**src/shared/txc_pkg.sv**
```systemverilog
// package: register indices, field positions, modes and fsm states
// assumes: avalon slave uses word addressing, one register per word
package txc_pkg;
  // register indices; byte address is four times the index
  localparam logic [15:0] IDX_ENABLE = 16'hFEEE;
  localparam logic [15:0] IDX_SWVEC  = 16'hFEF3;
  localparam logic [15:0] IDX_MSTPH  = 16'hFF86;
  localparam logic [15:0] IDX_MSTPL  = 16'hFF87;
  localparam logic [7:0]  RST_ENABLE = 8'h00;
  localparam logic [7:0]  RST_SWVEC  = 8'h00;
  localparam logic [7:0]  RST_MSTPH  = 8'h3F;
  localparam logic [7:0]  RST_MSTPL  = 8'hFF;
  localparam int          MSTP_BIT   = 6;
  localparam int          SWV_EN_BIT = 7;
  // transfer_mode_a fields
  localparam int SM_HI     = 7;
  localparam int SM_LO     = 6;
  localparam int DM_HI     = 5;
  localparam int DM_LO     = 4;
  localparam int MD_HI     = 3;
  localparam int MD_LO     = 2;
  localparam int AREA_BIT  = 1;
  localparam int WIDTH_BIT = 0;
  // transfer_mode_b fields
  localparam int CHAIN_BIT = 7;
  localparam int ISEL_BIT  = 6;
  localparam logic [1:0] MD_NORMAL = 2'h0;
  localparam logic [1:0] MD_REPEAT = 2'h1;
  localparam logic [1:0] MD_BLOCK  = 2'h2;
  // descriptor ram window, 32-bit words
  localparam logic [15:0] RAM_BASE   = 16'hEC00;
  localparam logic [15:0] RAM_LAST   = 16'hEFFF;
  localparam int          RAM_AW     = 8;
  localparam logic [7:0]  DESC_WORDS = 8'h03;
  localparam int          SLOT_SHIFT = 4;
  localparam int          ADDR_W     = 24;
  localparam int          N_SRC_DEF  = 8;
  typedef enum logic [3:0] {
    S_IDLE, S_GRANT, S_F0, S_F1, S_F2, S_F3,
    S_RD, S_WR, S_W0, S_W1, S_W2, S_DONE
  } txc_state_type;
endpackage

```
**src/shared/txc_desc_if.sv**
```systemverilog
// interface: live descriptor and its post-transfer update
// assumes: the controller drives the current values, the updater the next
`timescale 1ns/1ps
interface txc_desc_if;
  logic [7:0]  transfer_mode_a;
  logic [23:0] source_pointer;
  logic [23:0] destination_pointer;
  logic [15:0] count_a;
  logic [15:0] block_count;
  logic [23:0] sar_n;
  logic [23:0] dar_n;
  logic [15:0] cra_n;
  logic [15:0] crb_n;
  logic        blk_end;
  logic        cnt_end;
  modport ctl  (output transfer_mode_a, source_pointer, destination_pointer, count_a, block_count,
                input sar_n, dar_n, cra_n, crb_n, blk_end, cnt_end);
  modport calc (input transfer_mode_a, source_pointer, destination_pointer, count_a, block_count,
                output sar_n, dar_n, cra_n, crb_n, blk_end, cnt_end);
endinterface

```
**src/hw/txc_upd.sv**
```systemverilog
// updater: next addresses and counters after one item moves
// assumes: inputs are the descriptor in effect for that item
`timescale 1ns/1ps
module txc_upd (
  txc_desc_if.calc d
);
  import txc_pkg::*;

  function automatic logic [23:0] step(input logic [23:0] a,
                                       input logic [1:0] m,
                                       input logic sz);
    logic [23:0] s;
    s = sz ? 24'h000002 : 24'h000001;
    if (!m[1]) return a;
    return m[0] ? a - s : a + s;
  endfunction

  // undo n steps so the area starts over; zero stands for 256
  function automatic logic [23:0] restore(input logic [23:0] a,
                                          input logic [1:0] m,
                                          input logic sz,
                                          input logic [7:0] n);
    logic [23:0] amt;
    amt = {15'h0000, (n == 8'h00), n} << sz;
    if (!m[1]) return a;
    return m[0] ? a + amt : a - amt;
  endfunction

  logic [1:0]  md;
  logic [1:0]  sm;
  logic [1:0]  dm;
  logic        sz;
  logic        is_blk;
  logic        is_norm;
  logic [7:0]  low_n;
  logic [7:0]  rld;
  logic        wrap;
  logic [23:0] s1;
  logic [23:0] d1;

  assign md      = d.transfer_mode_a[MD_HI:MD_LO];
  assign sm      = d.transfer_mode_a[SM_HI:SM_LO];
  assign dm      = d.transfer_mode_a[DM_HI:DM_LO];
  assign sz      = d.transfer_mode_a[WIDTH_BIT];
  assign is_blk  = md == MD_BLOCK;
  assign is_norm = md != MD_REPEAT && !is_blk;
  assign low_n   = d.count_a[7:0] - 8'h01;
  assign rld     = d.count_a[15:8];
  assign wrap    = !is_norm && low_n == 8'h00;
  assign s1      = step(d.source_pointer, sm, sz);
  assign d1      = step(d.destination_pointer, dm, sz);
  assign d.sar_n = (wrap && d.transfer_mode_a[AREA_BIT]) ? restore(s1, sm, sz, rld) : s1;
  assign d.dar_n = (wrap && !d.transfer_mode_a[AREA_BIT]) ? restore(d1, dm, sz, rld) : d1;
  assign d.cra_n = is_norm ? d.count_a - 16'h0001 : {rld, wrap ? rld : low_n};
  assign d.crb_n = (is_blk && wrap) ? d.block_count - 16'h0001 : d.block_count;
  assign d.blk_end = wrap;
  assign d.cnt_end = is_norm ? d.cra_n == 16'h0000 :
                     (is_blk && wrap && d.crb_n == 16'h0000);
endmodule

```
**src/hw/txc_pick.sv**
```systemverilog
// picker: chooses the activation and its descriptor slot
// assumes: requests are levels that stay high until serviced
`timescale 1ns/1ps
module txc_pick #(
  parameter int N_SRC = txc_pkg::N_SRC_DEF
) (
  input  wire logic [N_SRC-1:0]  req,
  input  wire logic [N_SRC-1:0]  en,
  input  wire logic              sw_en,
  input  wire logic [2:0]        vec,
  output logic                   hit,
  output logic                   is_sw,
  output logic [2:0]             src,
  output logic [7:0]             slot
);
  import txc_pkg::*;

  logic [N_SRC-1:0] act;

  assign act   = req & en;
  assign hit   = |act | sw_en;
  assign is_sw = ~|act;

  // lowest source index wins; software comes last
  always_comb begin
    src = 3'h0;
    for (int i = N_SRC - 1; i >= 0; i--) begin
      if (act[i]) begin
        src = 3'(i);
      end
    end
  end

  assign slot = is_sw ? 8'({4'h0, 1'b1, vec} << SLOT_SHIFT) : 8'({5'h00, src} << SLOT_SHIFT);
endmodule

```
**src/hw/txc_top.sv**
```systemverilog
// transfer controller: avalon register slave, descriptor fetch,
// item moves, write-back and end-of-activation handling
// assumes: descriptor ram returns data the cycle after RAM_RE,
// the arbiter answers BUS_REQ with BUS_GRANT, DBUS_ACK ends a strobe
// Functional notes
// start on enabled source or software request
// 24-bit addresses, byte or word items
// descriptor moves over 32-bit ram, one state
// descriptors live only in ram window
// descriptor fields have no register path
// software keeps ram enabled while used
// source pointer fixed, incremented or decremented
// destination pointer fixed, incremented or decremented
// mode field selects normal, repeat, block
// area select picks repeat/block side
// width bit selects byte or word
// chain enable fetches next descriptor, continues
// chained transfer skips end checks, clears
// no chain ends activation, back idle
// interrupt select zero clears source flag
// interrupt select one leaves flag set
// software writes zero to unused bits
// software keeps word source addresses even
// module stop halts; off after reset
// normal mode counts 16 bits down
// repeat/block low count reloads from high
// block mode counts blocks down to zero
// enable bit cleared on interrupt or end
// descriptor written back before bus release
// bus held for whole activation
`timescale 1ns/1ps
module txc_top #(
  parameter int N_SRC = txc_pkg::N_SRC_DEF
) (
  input  wire logic                         CLK,
  input  wire logic                         RSTN,
  input  wire logic [15:0]                  AVS_ADDRESS,
  input  wire logic                         AVS_READ,
  input  wire logic                         AVS_WRITE,
  input  wire logic [31:0]                  AVS_WRITEDATA,
  output logic      [31:0]                  AVS_READDATA,
  output logic                              AVS_WAITREQUEST,
  input  wire logic [N_SRC-1:0]             SRC_REQ,
  output logic      [N_SRC-1:0]             FLAG_CLR,
  output logic                              SW_IRQ,
  output logic                              BUS_REQ,
  input  wire logic                         BUS_GRANT,
  output logic      [txc_pkg::RAM_AW-1:0]   RAM_ADDR,
  output logic                              RAM_RE,
  output logic                              RAM_WE,
  output logic      [31:0]                  RAM_WDATA,
  input  wire logic [31:0]                  RAM_RDATA,
  output logic      [txc_pkg::ADDR_W-1:0]   DBUS_ADDR,
  output logic                              DBUS_RD,
  output logic                              DBUS_WR,
  output logic                              DBUS_WORD,
  output logic      [15:0]                  DBUS_WDATA,
  input  wire logic [15:0]                  DBUS_RDATA,
  input  wire logic                         DBUS_ACK
);
  import txc_pkg::*;

  if (N_SRC < 1 || N_SRC > 8) begin : g_chk
    $error("N_SRC must lie between 1 and 8");
  end

  localparam logic [7:0] SRC_MASK = 8'((1 << N_SRC) - 1);

  txc_state_type st_q, st_d;
  logic [7:0]  en_q, en_d, swv_q, swv_d, mh_q, mh_d, ml_q, ml_d, clr_en;
  logic [7:0]  idx_q, idx_d, mra_q, mra_d, mrb_q, mrb_d, raddr_q, raddr_d;
  logic        swrd_q, swrd_d, wait_q, sw_q, sw_d, cend_q, cend_d, breq_q, breq_d;
  logic        re_q, re_d, we_q, we_d, drd_q, drd_d, dwr_q, dwr_d, dword_q, dword_d;
  logic [31:0] rdat_q, rwd_q, rwd_d;
  logic [2:0]  src_q, src_d;
  logic [23:0] sar_q, sar_d, dar_q, dar_d, daddr_q, daddr_d;
  logic [15:0] cra_q, cra_d, crb_q, crb_d, dat_q, dat_d, dwd_q, dwd_d;
  logic [N_SRC-1:0] fclr_q, fclr_d;
  logic        swirq_q, swirq_d, clr_sw;
  logic        req, acc_rd, acc_wr, hit_en, hit_sv, hit_mh, hit_ml, stop, keep;
  logic [7:0]  rd_mux, onehot;
  assign req    = AVS_READ | AVS_WRITE;
  assign acc_rd = AVS_READ & ~wait_q;
  assign acc_wr = AVS_WRITE & ~wait_q;
  // descriptor fields are absent from the map on purpose
  assign hit_en = AVS_ADDRESS == IDX_ENABLE;
  assign hit_sv = AVS_ADDRESS == IDX_SWVEC;
  assign hit_mh = AVS_ADDRESS == IDX_MSTPH;
  assign hit_ml = AVS_ADDRESS == IDX_MSTPL;
  assign rd_mux = hit_en ? en_q :
                  hit_sv ? swv_q :
                  hit_mh ? mh_q :
                  hit_ml ? ml_q : 8'h00;
  assign stop   = mh_q[MSTP_BIT];
  assign onehot = 8'h01 << src_q;
  assign keep   = mrb_q[ISEL_BIT] | cend_q;
  // fixed one wait state: answer in the cycle after the request
  always_ff @(posedge CLK) begin
    if (!RSTN) begin
      wait_q <= 1'b1;
      rdat_q <= 32'h00000000;
    end else begin
      wait_q <= ~(req & wait_q);
      if (req & wait_q) begin
        rdat_q <= {24'h000000, rd_mux};
      end
    end
  end
  // software write wins over a hardware clear in the same cycle
  always_comb begin
    en_d   = en_q & ~clr_en;
    swv_d  = swv_q;
    mh_d   = mh_q;
    ml_d   = ml_q;
    swrd_d = swrd_q;
    swv_d[SWV_EN_BIT] = swv_q[SWV_EN_BIT] & ~clr_sw;
    if (acc_rd & hit_sv & swv_q[SWV_EN_BIT]) begin
      swrd_d = 1'b1;
    end
    if (acc_wr & hit_en) begin
      en_d = AVS_WRITEDATA[7:0] & SRC_MASK;
    end
    if (acc_wr & hit_sv) begin
      swrd_d = 1'b0;
      swv_d[SWV_EN_BIT-1:0] = AVS_WRITEDATA[SWV_EN_BIT-1:0];
      // a zero only lands after a one was read back
      if (AVS_WRITEDATA[SWV_EN_BIT] | swrd_q) begin
        swv_d[SWV_EN_BIT] = AVS_WRITEDATA[SWV_EN_BIT];
      end
    end
    if (acc_wr & hit_mh) begin
      mh_d = AVS_WRITEDATA[7:0];
    end
    if (acc_wr & hit_ml) begin
      ml_d = AVS_WRITEDATA[7:0];
    end
  end
  logic       p_hit, p_sw;
  logic [2:0] p_src;
  logic [7:0] p_slot;
  txc_pick #(
    .N_SRC (N_SRC)
  ) u_pick (
    .req   (SRC_REQ),
    .en    (en_q[N_SRC-1:0]),
    .sw_en (swv_q[SWV_EN_BIT]),
    .vec   (swv_q[2:0]),
    .hit   (p_hit),
    .is_sw (p_sw),
    .src   (p_src),
    .slot  (p_slot)
  );
  txc_desc_if dif ();
  assign dif.transfer_mode_a = mra_q;
  assign dif.source_pointer = sar_q;
  assign dif.destination_pointer = dar_q;
  assign dif.count_a = cra_q;
  assign dif.block_count = crb_q;
  txc_upd u_upd (
    .d (dif)
  );
  always_comb begin
    st_d    = st_q;
    idx_d   = idx_q;
    src_d   = src_q;
    sw_d    = sw_q;
    mra_d   = mra_q;
    mrb_d   = mrb_q;
    sar_d   = sar_q;
    dar_d   = dar_q;
    cra_d   = cra_q;
    crb_d   = crb_q;
    dat_d   = dat_q;
    cend_d  = cend_q;
    breq_d  = breq_q;
    raddr_d = raddr_q;
    re_d    = re_q;
    we_d    = we_q;
    rwd_d   = rwd_q;
    daddr_d = daddr_q;
    drd_d   = drd_q;
    dwr_d   = dwr_q;
    dword_d = dword_q;
    dwd_d   = dwd_q;
    fclr_d  = '0;
    swirq_d = 1'b0;
    clr_en  = 8'h00;
    clr_sw  = 1'b0;
    case (st_q)
      S_IDLE: begin
        // stop only blocks new activations; one in flight completes
        if (p_hit & ~stop) begin
          st_d   = S_GRANT;
          breq_d = 1'b1;
          idx_d  = p_slot;
          src_d  = p_src;
          sw_d   = p_sw;
        end
      end
      S_GRANT: begin
        if (BUS_GRANT) begin
          st_d    = S_F0;
          raddr_d = idx_q;
          re_d    = 1'b1;
        end
      end
      S_F0: begin
        st_d    = S_F1;
        raddr_d = idx_q + 8'h01;
      end
      S_F1: begin
        st_d    = S_F2;
        raddr_d = idx_q + 8'h02;
        mra_d   = RAM_RDATA[31:24];
        sar_d   = RAM_RDATA[23:0];
      end
      S_F2: begin
        st_d  = S_F3;
        re_d  = 1'b0;
        mrb_d = RAM_RDATA[31:24];
        dar_d = RAM_RDATA[23:0];
      end
      S_F3: begin
        st_d  = S_RD;
        cra_d = RAM_RDATA[31:16];
        crb_d = RAM_RDATA[15:0];
      end
      S_RD: begin
        daddr_d = sar_q;
        dword_d = mra_q[WIDTH_BIT];
        drd_d   = 1'b1;
        if (drd_q & DBUS_ACK) begin
          drd_d = 1'b0;
          dat_d = DBUS_RDATA;
          st_d  = S_WR;
        end
      end
      S_WR: begin
        daddr_d = dar_q;
        dwd_d   = dat_q;
        dwr_d   = 1'b1;
        if (dwr_q & DBUS_ACK) begin
          dwr_d  = 1'b0;
          sar_d  = dif.sar_n;
          dar_d  = dif.dar_n;
          cra_d  = dif.cra_n;
          crb_d  = dif.crb_n;
          cend_d = dif.cnt_end;
          if (mra_q[MD_HI:MD_LO] == MD_BLOCK && !dif.blk_end) begin
            st_d = S_RD;
          end else begin
            st_d    = S_W0;
            raddr_d = idx_q;
            we_d    = 1'b1;
            rwd_d   = {mra_q, dif.sar_n};
          end
        end
      end
      S_W0: begin
        st_d    = S_W1;
        raddr_d = idx_q + 8'h01;
        rwd_d   = {mrb_q, dar_q};
      end
      S_W1: begin
        st_d    = S_W2;
        raddr_d = idx_q + 8'h02;
        rwd_d   = {cra_q, crb_q};
      end
      S_W2: begin
        we_d = 1'b0;
        if (mrb_q[CHAIN_BIT]) begin
          st_d    = S_F0;
          idx_d   = idx_q + DESC_WORDS;
          raddr_d = idx_q + DESC_WORDS;
          re_d    = 1'b1;
        end else begin
          st_d   = S_DONE;
          breq_d = 1'b0;
          if (sw_q) begin
            swirq_d = keep;
            clr_sw  = ~keep;
          end else if (keep) begin
            clr_en = onehot;
          end else begin
            fclr_d = onehot[N_SRC-1:0];
          end
        end
      end
      S_DONE: begin
        // gives the source one cycle to drop its flag
        st_d = S_IDLE;
      end
      default: begin
        st_d = S_IDLE;
      end
    endcase
  end
  // descriptor copies need no reset: each is loaded before use
  always_ff @(posedge CLK) begin
    if (!RSTN) begin
      st_q    <= S_IDLE;
      en_q    <= RST_ENABLE;
      swv_q   <= RST_SWVEC;
      mh_q    <= RST_MSTPH;
      ml_q    <= RST_MSTPL;
      swrd_q  <= 1'b0;
      breq_q  <= 1'b0;
      raddr_q <= 8'h00;
      re_q    <= 1'b0;
      we_q    <= 1'b0;
      rwd_q   <= 32'h00000000;
      daddr_q <= 24'h000000;
      drd_q   <= 1'b0;
      dwr_q   <= 1'b0;
      dword_q <= 1'b0;
      dwd_q   <= 16'h0000;
      fclr_q  <= '0;
      swirq_q <= 1'b0;
    end else begin
      st_q    <= st_d;
      en_q    <= en_d;
      swv_q   <= swv_d;
      mh_q    <= mh_d;
      ml_q    <= ml_d;
      swrd_q  <= swrd_d;
      idx_q   <= idx_d;
      src_q   <= src_d;
      sw_q    <= sw_d;
      mra_q   <= mra_d;
      mrb_q   <= mrb_d;
      sar_q   <= sar_d;
      dar_q   <= dar_d;
      cra_q   <= cra_d;
      crb_q   <= crb_d;
      dat_q   <= dat_d;
      cend_q  <= cend_d;
      breq_q  <= breq_d;
      raddr_q <= raddr_d;
      re_q    <= re_d;
      we_q    <= we_d;
      rwd_q   <= rwd_d;
      daddr_q <= daddr_d;
      drd_q   <= drd_d;
      dwr_q   <= dwr_d;
      dword_q <= dword_d;
      dwd_q   <= dwd_d;
      fclr_q  <= fclr_d;
      swirq_q <= swirq_d;
    end
  end
  assign AVS_READDATA    = rdat_q;
  assign AVS_WAITREQUEST = wait_q;
  assign FLAG_CLR        = fclr_q;
  assign SW_IRQ          = swirq_q;
  assign BUS_REQ         = breq_q;
  assign RAM_ADDR        = raddr_q;
  assign RAM_RE          = re_q;
  assign RAM_WE          = we_q;
  assign RAM_WDATA       = rwd_q;
  assign DBUS_ADDR       = daddr_q;
  assign DBUS_RD         = drd_q;
  assign DBUS_WR         = dwr_q;
  assign DBUS_WORD       = dword_q;
  assign DBUS_WDATA      = dwd_q;
endmodule

```
**config.mk**
```make
export PLATFORM = sky130hd
export DESIGN_NAME = txc_top
export DESIGN_NICKNAME = d
export VERILOG_FILES = /design/src/shared/txc_pkg.sv /design/src/shared/txc_desc_if.sv /design/src/hw/txc_upd.sv /design/src/hw/txc_pick.sv /design/src/hw/txc_top.sv
export SDC_FILE = /design/constraint.sdc
export NUM_CORES = 1
export LEC_CHECK = 0
export ABC_AREA = 1
export ABC_CLOCK_PERIOD_IN_PS = 7410
export BUFFER_PORTS_ARGS = -buffer_cell sky130_fd_sc_hd__buf_4
export CAP_MARGIN = 5
export CORE_ASPECT_RATIO = 2
export CORE_UTILIZATION = 45
export DETAILED_ROUTE_END_ITERATION = 8
export GPL_ROUTABILITY_DRIVEN = 0
export PLACE_DENSITY = 0.67
export SYNTH_ARGS = -nofsm -noshare
export SYNTH_HDL_FRONTEND = slang
export SYNTH_SLANG_ARGS = --single-unit
```
**constraint.sdc**
```tcl
create_clock -name CLK -period 7.41 [get_ports CLK]
set_clock_uncertainty 0.05 [all_clocks]
set_input_delay 1.482 -clock CLK [delete_from_list [all_inputs] [get_ports CLK]]
set_output_delay 1.482 -clock CLK [all_outputs]
set_load 0.05 [all_outputs]
```
# Word level (Yosys, flattened, before mapping)
# Index checks and enable logic that the tools add are counted.
[classes]
n_eq_ne = 23
n_mux = 75
n_addsub = 14
shifts = 2
reduce_logical = 47
n_bitwise = 28
[ops]
columns = ["operator", "count"]
rows = [
  ["24-bit 2-to-1 mux", 12],
  ["24-bit case mux with 2 select lines", 3],
  ["8-bit 2-to-1 mux", 17],
  ["24-bit adder", 4],
  ["32-bit case mux with 3 select lines", 1],
  ["24-bit subtractor", 4],
  ["16-bit == test (second input constant)", 4],
  ["16-bit 2-to-1 mux", 4],
  ["32-bit 2-to-1 mux", 2],
  ["16-bit case mux with 2 select lines", 2],
  ["4-bit case mux with 11 select lines", 1],
  ["8-bit case mux with 5 select lines", 1],
  ["16-bit zero test", 2],
  ["16-bit by 1-bit subtractor with 16-bit output (second input constant)", 2],
  ["3-bit AND reduction", 10],
  ["3-bit 2-to-1 mux", 8],
  ["4-bit 2-to-1 mux", 6],
  ["9-bit by 1-bit left shift with 24-bit output", 1],
  ["8-bit by 2-bit adder with 8-bit output (second input constant)", 2],
  ["8-bit AND", 2],
  ["4-bit by 3-bit == test with 1-bit output (second input constant)", 4],
  ["8-bit zero test", 2],
  ["8-bit case mux with 2 select lines", 1],
  ["2-bit inequality test (second input constant)", 7],
  ["other kinds (29)", 87],
]
[totals]
word_cells = 221
out_inout_bits = 128
in_bits = 110
reg_bits = 266

# Longest topological paths before layout
[logic_depth]
ltp_word = 12
depth_mapped = 31
ltp_nobuf = 29

# Modules after synthesis
# Synthesis repeated with hierarchy kept, for this count alone.
[hier_totals]
cells_unflattened = 3070
area_unflattened_um2 = 20418.3
[modules_own_cells]
columns = ["mod", "area_per_inst_um2", "cells_each", "n_inst", "seq_area_each_um2"]
rows = [
  ["txc_top", 11851.4, 1449, 1, 6576.3],
  ["txc_upd", 8346.8, 1576, 1, 0.0],
  ["txc_pick", 220.2, 45, 1, 0.0],
]

# Least setup slack after synthesis
# OpenSTA, ideal clock, no wires.
[synth_path]
kind = "in2reg"
startpoint = "input port RSTN"
endpoint = "register cra_q[0], enable pin"
path_buffers = 1
required_ps = 6899
slack_ps = 2855
setup_ps = 461
t_arrival_ps = 4044
stages = 3
path_cell_list = "clkbuf_1 > nand2_1 > nor3_1"
[synth_between]
elab_chain_cells = 1
[synth_lines]
columns = ["element", "line_no", "rtl"]
rows = [
  ["from (decl)", "txc_top.sv:36", "input wire logic RSTN,"],
  ["3-bit AND reduction (no source line)", "--", ""],
  ["to (signal assigned)", "txc_top.sv:333", "cra_q <= cra_d;"],
  ["to (decl)", "txc_top.sv:77", "logic [15:0] cra_q, cra_d, crb_q, crb_d, dat_q, dat_d, dwd_q, dwd_d;"],
]
# Every way passes these cells.
# A chain may end at the register's enable or synchronous reset.

# Worst setup path in the final report
[layout_path]
startpoint = "register mra_q[4], in the netlist dif.transfer_mode_a[4]"
endpoint = "register dar_q[22], data pin"
[layout_between]
elab_chain_cells = 8
word_cells_on_any_way = 9
classes_between = "2 x add/sub; 7 x mux"
[layout_lines]
columns = ["element", "line_no", "rtl"]
rows = [
  ["from (decl)", "txc_top.sv:71", "logic [7:0] idx_q, idx_d, mra_q, mra_d, mrb_q, mrb_d, raddr_q, raddr_d;"],
  ["from (signal assigned)", "txc_top.sv:329", "mra_q <= mra_d;"],
  ["24-bit 2-to-1 mux (2 in series)", "txc_upd.sv:15", "return m[0] ? a - s : a + s;"],
  ["24-bit subtractor or 24-bit adder (tied branches)", "txc_upd.sv:26", "return m[0] ? a + amt : a - amt;"],
  ["24-bit 2-to-1 mux (2 in series)", "txc_upd.sv:26", ""],
  ["24-bit 2-to-1 mux (*)", "txc_upd.sv:53", "assign d.dar_n = (wrap && !d.transfer_mode_a[AREA_BIT]) ? restore(d1, dm, sz, rld) : d1;"],
  ["24-bit 2-to-1 mux (*)", "txc_top.sv:242", "if (dwr_q & DBUS_ACK) begin"],
  ["24-bit case mux with 2 select lines (*)", "txc_top.sv:189", "case (st_q)"],
  ["net dar_d[22]", "txc_top.sv:76", "logic [23:0] sar_q, sar_d, dar_q, dar_d, daddr_q, daddr_d;"],
  ["to (signal assigned)", "txc_top.sv:332", "dar_q <= dar_d;"],
  ["to (decl)", "txc_top.sv:76", ""],
]
# Mark *: on every way through the listed nets, which the timed path passes. The rest lies on a longest branch. The select of a mux whose other input is x is not followed.

==> impl_metrics.ini <==
[sta]
clock.fmax_ghz = 0.1704
slew_viol_final = 0
setup_viol = 0
maxSlewHeadroom_pct = 12.72
fin_crit_sh_pct = 79.21
tightest_slew_ns = 1.297
postLayoutSetupSlackWorst_ns = 1.541
tns_ns = 0
rsz0062_at_grt = no
holdWs_ns = 0.4115
finalHoldViolations = 0
fin_crit_ns = 5.869

[final_layout]
final_util_pct = 51.90
layout-drive-gt1-share_pct = 9.203
nNetsFinal = 3357
layout-area-overhead-vs-synth_pct = 13.24

[setup_path]
path_depth = 26
r2r_setup_slack_ns = 1.54
r2r-start = dif.transfer_mode_a[4]$_DFFE_PP_
cp_max_fo = 38
cp_slowest_cell = o21ai_0
required_ns = 7.68
endpoint = dar_q[22]$_DFFE_PP_
max_stage_delay_ns = 0.73
r2r_cells = 26
crit_family = simple AND/OR/NAND/NOR gates
startpoint = dif.transfer_mode_a[4]$_DFFE_PP_
cp_common_cell = nand2_1
worst-path-buf-inv = 4
end_kind = flip-flop
r2r_end = dar_q[22]$_DFFE_PP_
critPathLaunchType = flip-flop
critical_path_class = reg2reg
cp.arrival_ns = 6.14

[grt]
grt_overflow_total = 0
grt_pass1_vias = 21000
track_usage_pct = 33.97
grt_max_degree = 82
antenna_found_initial = 0
grt_pass1_wl_um = 115900

[pwr]
irDropWorstVdd_mv = 0.1452
p_per_area_nw_per_um2 = 135.1
p_total_mw = 3.050
p_leak_nw = 10.79

[min_path]
hold_depth = 2
hold_path_class = reg2reg

[logic_synthesis]
yosys_warnings = 0
synth_cell_types = 52
yosys-top-cells-count = nand2_1, inv_1, nor2_1
ys_seq_elements = 266
synth_area_um2 = 19940
synthTopCellsByArea = edfxtp_1, nand2_1, dfxtp_1, o21ai_0, inv_1
yosysMostFrequentCell = nand2_1
synthFlopType = dfxtp_1
synth.avg_cell_area_um2 = 6.645
yosys.area.top_type = edfxtp_1
synth_top_area_share_pct = 18.82
synth_edf_count = 125
syn_inst = 3001
synthArstFlopShare_pct = 0
synth.yosys.seq_area_share_pct = 32.98

[drt]
drc = 0
final_antenna_net_count = 0
wirelength_um = 77690
dr.pass1.iters = 6
dr_wl_met3_um = 6196
drt_iter0_markers = 1780
m1WireLength_um = 25130
via_per_inst = 5.865
vias = 21780
topRoutingLayerUsed = met4
post_drt_wl_per_cell_um = 20.92
dr_wl_met2_um = 39220

[floorplan]
die_x_um = 150.9
ios = 238
placementRows = 108
start_util_pct = 45.83
die_y_um = 299.7
die-area_um2 = 45220
core_um2 = 43510

[clock_tree]
ctsResizeCount = 0
cts.reportedPaths.clkPinSlew_ns = 0.07
postCtsSetupRepairBufs = 0
clock_latency_ns = 0.57
clock_path_buffers = 3
cts_hold_buf = 0
cts_root_buf = clkbuf_16
h-tree-depth = 1
cts_buffers = 26
cts_tree = yes
cts_sinks = 266

[place]
preCtsSetupSlack_ns = 1.764
hpwlAfterDp_um = 60020
io_buffer_count = 189

[outcome]
outcome = complete, no violations

[job]
cap_violations = 0
tightest hold or removal path, cell delays in order, from the launching register on:
cell and delay, ns:
dfxtp_1 0.30, inv_1 0.06, a21oi_1 0.06
flip-flops by register name, indices dropped and copies added (netlist names), 16 cells and up:
signal	cells
dif.source_pointer	24
dar_q	24
dat_q	16
crb_q	16
RAM_WDATA	32
DBUS_ADDR	24
DBUS_WDATA	16
cra_q	16
power by group:
group | leakage, nW | internal (mW) | switching [mW]
Sequential | 2.26 | 1.53 | 0.000417
Combinational | 8.11 | 0.0391 | 0.0821
Clock | 0.425 | 0.756 | 0.640
kinds of logic (layout without fill, tap and decap cells):
logic type,Yosys count,after routing,synth area share [%]
AND/OR/NAND/NOR,1465,1465,30.74
other,1,25,0.01880
XOR/XNOR,48,48,2.108
adder cells (fa/ha/maj),105,105,6.738
buffers and inverters,481,619,9.850
flip-flops,266,266,32.98
AO/OA/AOI/OAI,635,635,17.57
routing by layer:
layer	global-route usage, %	vias up
li1	-	10270
met5	0	-
met3	5.053	371
met1	33.80	9925
met2	60.99	1211
met4	28.17	0
cell type report:
class                   instances  area (um2)
fillers                      4423       20930
inverters                     362        1359
repair buffers                209        1569
clock buffers                  27       654.4
well taps                     550       688.2
multi-input cells            2277       11520
clock inverters                21       209.0
diodes                          1       2.502
flip-flops and latches        266        6576
through the flow:
stage          std cells  instance area (um2)
4_1_cts             3712                22580
2_1_floorplan       3024                20030
3_3_place_gp        3664                21720
5_1_grt             3712                22580
3_5_place_dp        3664                21720
6_report            3713                22580
how the worst min path moves through the flow:
stage                         startpoint  slack (ns)              endpoint
CTS                 mh_q[7]$_SDFFE_PN0P_        0.41  mh_q[7]$_SDFFE_PN0P_
finish              mh_q[7]$_SDFFE_PN0P_        0.41  mh_q[7]$_SDFFE_PN0P_
global route        mh_q[7]$_SDFFE_PN0P_        0.44  mh_q[7]$_SDFFE_PN0P_
floorplan           mh_q[7]$_SDFFE_PN0P_        0.38  mh_q[7]$_SDFFE_PN0P_
detailed placement  mh_q[7]$_SDFFE_PN0P_        0.40  mh_q[7]$_SDFFE_PN0P_
global placement    mh_q[7]$_SDFFE_PN0P_        0.39  mh_q[7]$_SDFFE_PN0P_
layout by cell type, fill, tap and decap left out, types with 24 or more instances in the layout:
| master | n |
|---|---|
| edfxtp_1 | 125 |
| o211ai_1 | 31 |
| conb_1 | 24 |
| nor3_1 | 34 |
| ha_1 | 101 |
| clkbuf_16 | 26 |
| nand2_1 | 796 |
| dfxtp_1 | 141 |
| nor2_1 | 313 |
| o22ai_1 | 28 |
| inv_1 | 354 |
| nand4_1 | 58 |
| nand3_1 | 209 |
| buf_4 | 209 |
| a21oi_1 | 218 |
| o21ai_0 | 283 |
| xor2_1 | 38 |
Power figures use the tool's default switching activity.
